$ cat config.mk
export PLATFORM = sky130hd
export DESIGN_NAME = vbo_video_port
export DESIGN_NICKNAME = d
export VERILOG_FILES = /design/src/verilog/vbo_pkg.sv /design/src/verilog/vbo_video_port.sv
export VERILOG_INCLUDE_DIRS = /design/src /design/src/verilog
export SDC_FILE = /design/constraint.sdc
export NUM_CORES = 1
export LEC_CHECK = 0
export BUFFER_PORTS_ARGS = -buffer_cell sky130_fd_sc_hd__buf_4
export CORE_MARGIN = 3
export CORE_UTILIZATION = 50
export CTS_BUF_LIST = sky130_fd_sc_hd__clkbuf_8
export CTS_CLUSTER_DIAMETER = 40
export DETAILED_ROUTE_END_ITERATION = 12
export PLACE_DENSITY = 0.72
export SETUP_SLACK_MARGIN = 0.15
export SLEW_MARGIN = 5
export SYNTH_ARGS = -nofsm -noshare
export SYNTH_HDL_FRONTEND = slang
export SYNTH_SLANG_ARGS = --single-unit
$ cat constraint.sdc
create_clock -name clk -period 1.1 [get_ports clk]
set_input_delay 0 -clock clk [delete_from_list [all_inputs] [get_ports clk]]
set_output_delay 0 -clock clk [all_outputs]
set_load 0.02 [all_outputs]
$ cat src/verilog/vbo_regs.svh
// Purpose: constants of the byte-wide video output port
// Assumes: included by bare name from the port module
// Notes:   no offsets exist, the port has no software registers
`ifndef VBO_REGS_SVH
`define VBO_REGS_SVH

// -----------------------------------------------------------------
// widths and depths
// -----------------------------------------------------------------
`define VBO_BYTE_W        8
`define VBO_BUF_DEPTH     2

// -----------------------------------------------------------------
// reset and idle levels
// -----------------------------------------------------------------
`define VBO_RST_MIN_CLKS  10
`define VBO_MARK_IDLE     1'b1
`define VBO_MARK_SET      1'b0
`define VBO_RST_ON        1'b1
`define VBO_RST_OFF       1'b0
`define VBO_OE_ON         1'b1
`define VBO_OE_OFF        1'b0
`define VBO_TEST_IDLE     1'b0
`define VBO_BYTE_RST      8'h00

`endif

$ cat src/verilog/vbo_pkg.sv
// Purpose: types shared by the video output port
// Assumes: nothing beyond the constants header
// Notes:   one buffered word is a byte plus its two end markers
package vbo_pkg;

   // -----------------------------------------------------------------
   // buffered word
   // -----------------------------------------------------------------
   typedef logic [7:0] vbo_byte_t;

   typedef struct packed {
      vbo_byte_t data;
      logic      lastRecord;
      logic      lastTransfer;
   } vbo_word_s;

endpackage

$ cat src/verilog/vbo_video_port.sv
// Purpose: byte-wide video output port with request/acknowledge handshake
// Assumes: consumer runs on clk; board-test and factory-test pins are async
// Notes:   a two-entry buffer sits between the engine and the output stage
//
// Contract
// - request low only while byte is valid
// - both low at edge transfers, then advance
// - record-end marker only with record's last byte
// - transfer-end marker only with transfer's last byte
// - async reset synchronised to rising clock edge
// - board-test high tristates every output (the port holds the enable on while reset is active)
`timescale 1ns/10ps
`include "vbo_regs.svh"

module vbo_video_port #(
   parameter int DEPTH = `VBO_BUF_DEPTH
) (
   input  wire logic                   clk,
   input  wire logic                   rst,
   input  wire logic                   srcValid,
   output      logic                   srcReady,
   input  wire logic [`VBO_BYTE_W-1:0] srcData,
   input  wire logic                   srcLastRecord,
   input  wire logic                   srcLastTransfer,
   output      logic                   video_byte_valid_n,
   input  wire logic                   video_sink_ready_n,
   output      logic [`VBO_BYTE_W-1:0] video_byte_out,
   output      logic                   record_last_byte_n,
   output      logic                   transfer_last_byte_n,
   output      logic                   videoPortOe,
   input  wire logic                   board_test_tristate,
   input  wire logic                   factory_test_input
);

   localparam int PTR_W = (DEPTH > 1) ? $clog2(DEPTH) : 1;
   localparam int CNT_W = $clog2(DEPTH + 1);
   localparam logic [CNT_W-1:0] CNT_FULL = CNT_W'(DEPTH);
   localparam logic [CNT_W-1:0] CNT_ZERO = '0;
   localparam logic [CNT_W-1:0] CNT_ONE  = CNT_W'(1);
   localparam logic [PTR_W-1:0] PTR_ZERO = '0;

   // wrap a buffer pointer; used for both the write and the read side
   function automatic logic [PTR_W-1:0] ptrNext(input logic [PTR_W-1:0] p);
      ptrNext = (p == PTR_W'(DEPTH - 1)) ? PTR_ZERO : p + PTR_W'(1);
   endfunction

   // -----------------------------------------------------------------
   // reset synchroniser
   // -----------------------------------------------------------------
   logic rstMeta;
   logic intRst;

   // assert at once, release only on a rising edge so no flop sees a runt
   always_ff @(posedge clk or posedge rst) begin
      if (rst) begin
         rstMeta <= `VBO_RST_ON;
         intRst  <= `VBO_RST_ON;
      end else begin
         rstMeta <= `VBO_RST_OFF;
         intRst  <= rstMeta;
      end
   end

   // -----------------------------------------------------------------
   // asynchronous test pins: three flops, change once last two agree
   // -----------------------------------------------------------------
   logic [2:0] tstShift;
   logic [2:0] facShift;
   logic       testState;
   logic       factoryHold;

   // the first stage feeds only the second, the filter reads stages two and three
   always_ff @(posedge clk or posedge intRst) begin
      if (intRst) begin
         tstShift    <= '0;
         facShift    <= '0;
         testState   <= `VBO_TEST_IDLE;
         factoryHold <= `VBO_TEST_IDLE;
      end else begin
         tstShift <= {tstShift[1:0], board_test_tristate};
         facShift <= {facShift[1:0], factory_test_input};
         if (tstShift[1] == tstShift[2]) begin
            testState <= tstShift[2];
         end
         if (facShift[1] == facShift[2]) begin
            factoryHold <= facShift[2];
         end
      end
   end

   // -----------------------------------------------------------------
   // output enable
   // -----------------------------------------------------------------
   // one enable covers all port outputs; the pad ring applies it
   always_ff @(posedge clk or posedge intRst) begin
      if (intRst) begin
         videoPortOe <= `VBO_OE_ON;
      end else begin
         videoPortOe <= ~testState;
      end
   end

   // -----------------------------------------------------------------
   // two-entry buffer
   // -----------------------------------------------------------------
   vbo_pkg::vbo_word_s mem [DEPTH];
   logic [PTR_W-1:0]   wrPtr;
   logic [PTR_W-1:0]   rdPtr;
   logic [CNT_W-1:0]   count;
   vbo_pkg::vbo_word_s head;
   vbo_pkg::vbo_word_s inWord;
   logic               push;
   logic               pop;
   logic               bufNotEmpty;
   logic [CNT_W-1:0]   next_count;

   // decode of buffer moves
   assign inWord      = '{data: srcData, lastRecord: srcLastRecord,
                          lastTransfer: srcLastTransfer};
   assign push        = srcValid & srcReady;
   assign bufNotEmpty = (count != CNT_ZERO);
   assign head        = mem[rdPtr];
   assign next_count  = (push & ~pop) ? count + CNT_ONE :
                        (pop & ~push) ? count - CNT_ONE : count;

   // storage has no reset; only written entries are ever read
   always_ff @(posedge clk) begin
      if (push) begin
         mem[wrPtr] <= inWord;
      end
   end

   // ready is registered, so it looks one cycle ahead through next_count
   always_ff @(posedge clk or posedge intRst) begin
      if (intRst) begin
         wrPtr    <= PTR_ZERO;
         rdPtr    <= PTR_ZERO;
         count    <= CNT_ZERO;
         srcReady <= 1'b0;
      end else begin
         if (push) begin
            wrPtr <= ptrNext(wrPtr);
         end
         if (pop) begin
            rdPtr <= ptrNext(rdPtr);
         end
         count    <= next_count;
         srcReady <= (next_count != CNT_FULL);
      end
   end

   // -----------------------------------------------------------------
   // output stage and handshake
   // -----------------------------------------------------------------
   logic taken;
   logic outFree;
   logic loadOut;

   // a transfer needs request and acknowledge low at one edge, pins driven;
   // acknowledge is same-clock logic so it is sampled without a synchroniser
   assign taken   = ~video_byte_valid_n & ~video_sink_ready_n & videoPortOe;
   assign outFree = video_byte_valid_n | taken;
   // factory test freezes the port rather than emit bytes it cannot vouch for
   assign loadOut = outFree & bufNotEmpty & ~factoryHold;
   assign pop     = loadOut;

   // stage only changes on a free slot, which holds a stalled byte still
   always_ff @(posedge clk or posedge intRst) begin
      if (intRst) begin
         video_byte_valid_n   <= `VBO_MARK_IDLE;
         video_byte_out       <= `VBO_BYTE_RST;
         record_last_byte_n   <= `VBO_MARK_IDLE;
         transfer_last_byte_n <= `VBO_MARK_IDLE;
      end else if (loadOut) begin
         video_byte_valid_n   <= `VBO_MARK_SET;
         video_byte_out       <= head.data;
         record_last_byte_n   <= ~head.lastRecord;
         transfer_last_byte_n <= ~head.lastTransfer;
      end else if (outFree) begin
         video_byte_valid_n   <= `VBO_MARK_IDLE;
         record_last_byte_n   <= `VBO_MARK_IDLE;
         transfer_last_byte_n <= `VBO_MARK_IDLE;
      end
   end
endmodule // vbo_video_port
==> flow_summary.ini <==
[status]
status = finished, violations left
violations = setup timing

[synth]
synth_edf_count = 20
syn_inst = 110
ys.flop_type = dfrtp_1
yosysWarnings = 0
synth-seq-cells = 47
syn_area_per_cell_um2 = 15.7
ys_types = 24
syn_nets = 127
synthesis.area_mm2 = 0.00173
yosysSeqAreaShare_pct = 74.2
async_flop_share_pct = 57.4

[pwr]
switchingPower_mw = 2.07
peakVddDrop_uv = 1490
total_power_mw = 6.28
comb_power_share_pct = 42.6
p_leak_nw = 1.11
seq_power_share_pct = 42.1
p_per_area_mw_per_mm2 = 2490
swShare_pct = 32.9
power_frac_clock_pct = 15.3
p_int_mw = 4.22

[global_routing]
track_usage_pct = 18.5
gr-total-overflow = 0
grt_start_max_net_pins = 26
grt_pass1_vias = 1179
antenna_found_initial = 0
grt_pass1_wl_mm = 5.62

[sta]
worst_slack_ns = -0.156
fmax_mhz = 796
hold_viol = 0
period_needed_ns = 1.26
slew_violations = 0
finalCritPeriodShare_pct = 114
setup_violations = 20
rsz0062_at_grt = true
clock_skew_ns = 0.00435

[clocking]
cts_made_buffers = 5
clock_sinks = 47
h-tree-depth = 2
clock_path_buffers = 2
root_buffer = clkbuf_8
insertion_delay_ns = 0.29
cts_tree = yes
clkSlewWorstSetupHoldPaths_ns = 0.08

[final_layout]
final_common_cell = buf_4
num-nets-final = 196
diodes = 0
layout-area-overhead-vs-synth_pct = 45.9
final_cell_mix = 37 x buf_4, 20 x dfrtp_1, 20 x edfxtp_1
fin_util_pct = 79.4
layout-drive-gt1-share_pct = 46.7

[die]
start_util_pct = 54.4
die_area_mm2 = 0.00420
std_cell_rows = 20
core_mm2 = 0.00318
ioPinCount = 29
die_y_um = 64.8
fp.dieW_um = 64.8

[drt]
wl_mm = 3.33
drt_first_pass_iters = 4
drt_iter0_drc = 38
drc = 0
antenna_left = 0
viasPerCell = 4.78
vias = 1071
wl_per_cell_um = 14.9

[placed_design]
place_hpwl_mm = 1.97
port_buffers = 28
pre_cts_slack_ns = -0.179
routabilityCongestion = 0.677

[run]
maxCapViolCount = 0

[worst_hold_path]
hold_class = input pin to flip-flop

[critical_path]
cp_data_required_time_ns = 1.27
worstSetupStartpointType = flip-flop
cp.arrival_ns = 1.42
worstSetupPathType = flip-flop to flip-flop
cp_max_fo = 7
cp-end-kind = flip-flop
==> worst max-delay path: stages (launching register included) <==
cell	delay [ns]
dfrtp_1	0.41
inv_2	0.08
ha_4	0.14
nor2_4	0.04
o21ai_4	0.13
mux2i_1	0.26
a31oi_1	0.07
==> Yosys cell counts, drive strengths merged (2+ instances only) <==
cell    instances  area share (%)
dfrtp          21              30
edfxtp         20              35
mux2i          14             8.1
nand2           9             2.0
o21ai           9             3.3
dfstp           6             9.1
inv             6             1.3
xnor2           4             2.0
nand3           3            0.87
nor2            3            0.80
buf             2             1.3
maj3            2             1.2
o22a            2             1.0
==> layout make-up <==
cell class,instances,area [um2]
multi-input cells,55,472
fillers,174,653
well taps,44,55.1
clock buffers,5,68.8
clock inverters,3,16.3
flip-flops and latches,47,1280
repair buffers,64,606
inverters,6,22.5
==> final timing paths <==
check                           startpoint                  to  slack [ns]  cells after the start
worst min register to register      intRst               wrPtr        0.28                      2
worst max-delay path              count[1]            srcReady       -0.16                      6
max in group asynchronous           intRst  video_byte_valid_n        0.60                      2
worst max register to register    count[1]            srcReady       -0.16                      6
worst min-delay path              srcValid            srcReady        0.06                      3
min in group asynchronous           intRst               wrPtr        0.28                      2
==> flip-flops by register name, indices dropped and copies added (netlist names) <==
signal                flops
intRst                    1
count                     2
mem                      20
srcReady                  1
rdPtr                     1
video_byte_valid_n        1
rstMeta                   1
record_last_byte_n        1
tstShift                  3
video_byte_out            8
wrPtr                     1
transfer_last_byte_n      1
factoryHold               1
videoPortOe               1
testState                 1
facShift                  3
==> repair_timing <==
action	4_1_cts	5_1_grt
pin swaps	4	1
hold buffers	13	0
gates cloned	2	0
buffers inserted	7	3
endpoints found under the setup margin	40	42
resized for setup	16	11
endpoints found under the hold margin	24	0
==> cells by family after synthesis <==
kind of cell,after synthesis,share of synthesized area (%)
flops,47,74.2
other cells,1,0.217
simple gates,19,5.50
mux,14,8.10
fa+ha+maj,3,1.88
buf+inv,9,3.04
xor+xnor,4,2.02
compound gates,13,5.06
==> routing by layer <==
metal  vias to the layer above  GRT usage [%]  wire, um
li1                        522              -         -
met1                       527           21.9      1370
met2                        20           32.2      1850
met3                         2           3.64        96
met4                         0           8.71        24
met5                         -              0         0
==> power groups by stage <==
stage                     Clock (mW)  Combinational (mW)  Sequential, mW
final                          0.963                2.67            2.65
after global routing            1.09                2.88            2.70
after CTS                      0.994                2.52            2.63
after detailed placement           0                2.14            2.66
after global placement             0                2.06            2.64
after floorplan                    0                1.06            2.88
==> stage by stage <==
step / hold slack [ns] / TNS (ns) / instances / instance area (um2)
2_1_floorplan: -0.0885 / -1.55 / 110 / 1770
3_3_place_gp: 0.0303 / -1.22 / 191 / 2130
3_5_place_dp: 0.0396 / -2.00 / 191 / 2130
4_1_cts: 0.0467 / -1.56 / 221 / 2470
5_1_grt: 0.0753 / -3.11 / 224 / 2520
6_report: 0.0648 / -1.81 / 224 / 2520
Note: power is estimated with default switching activity, not from simulation.
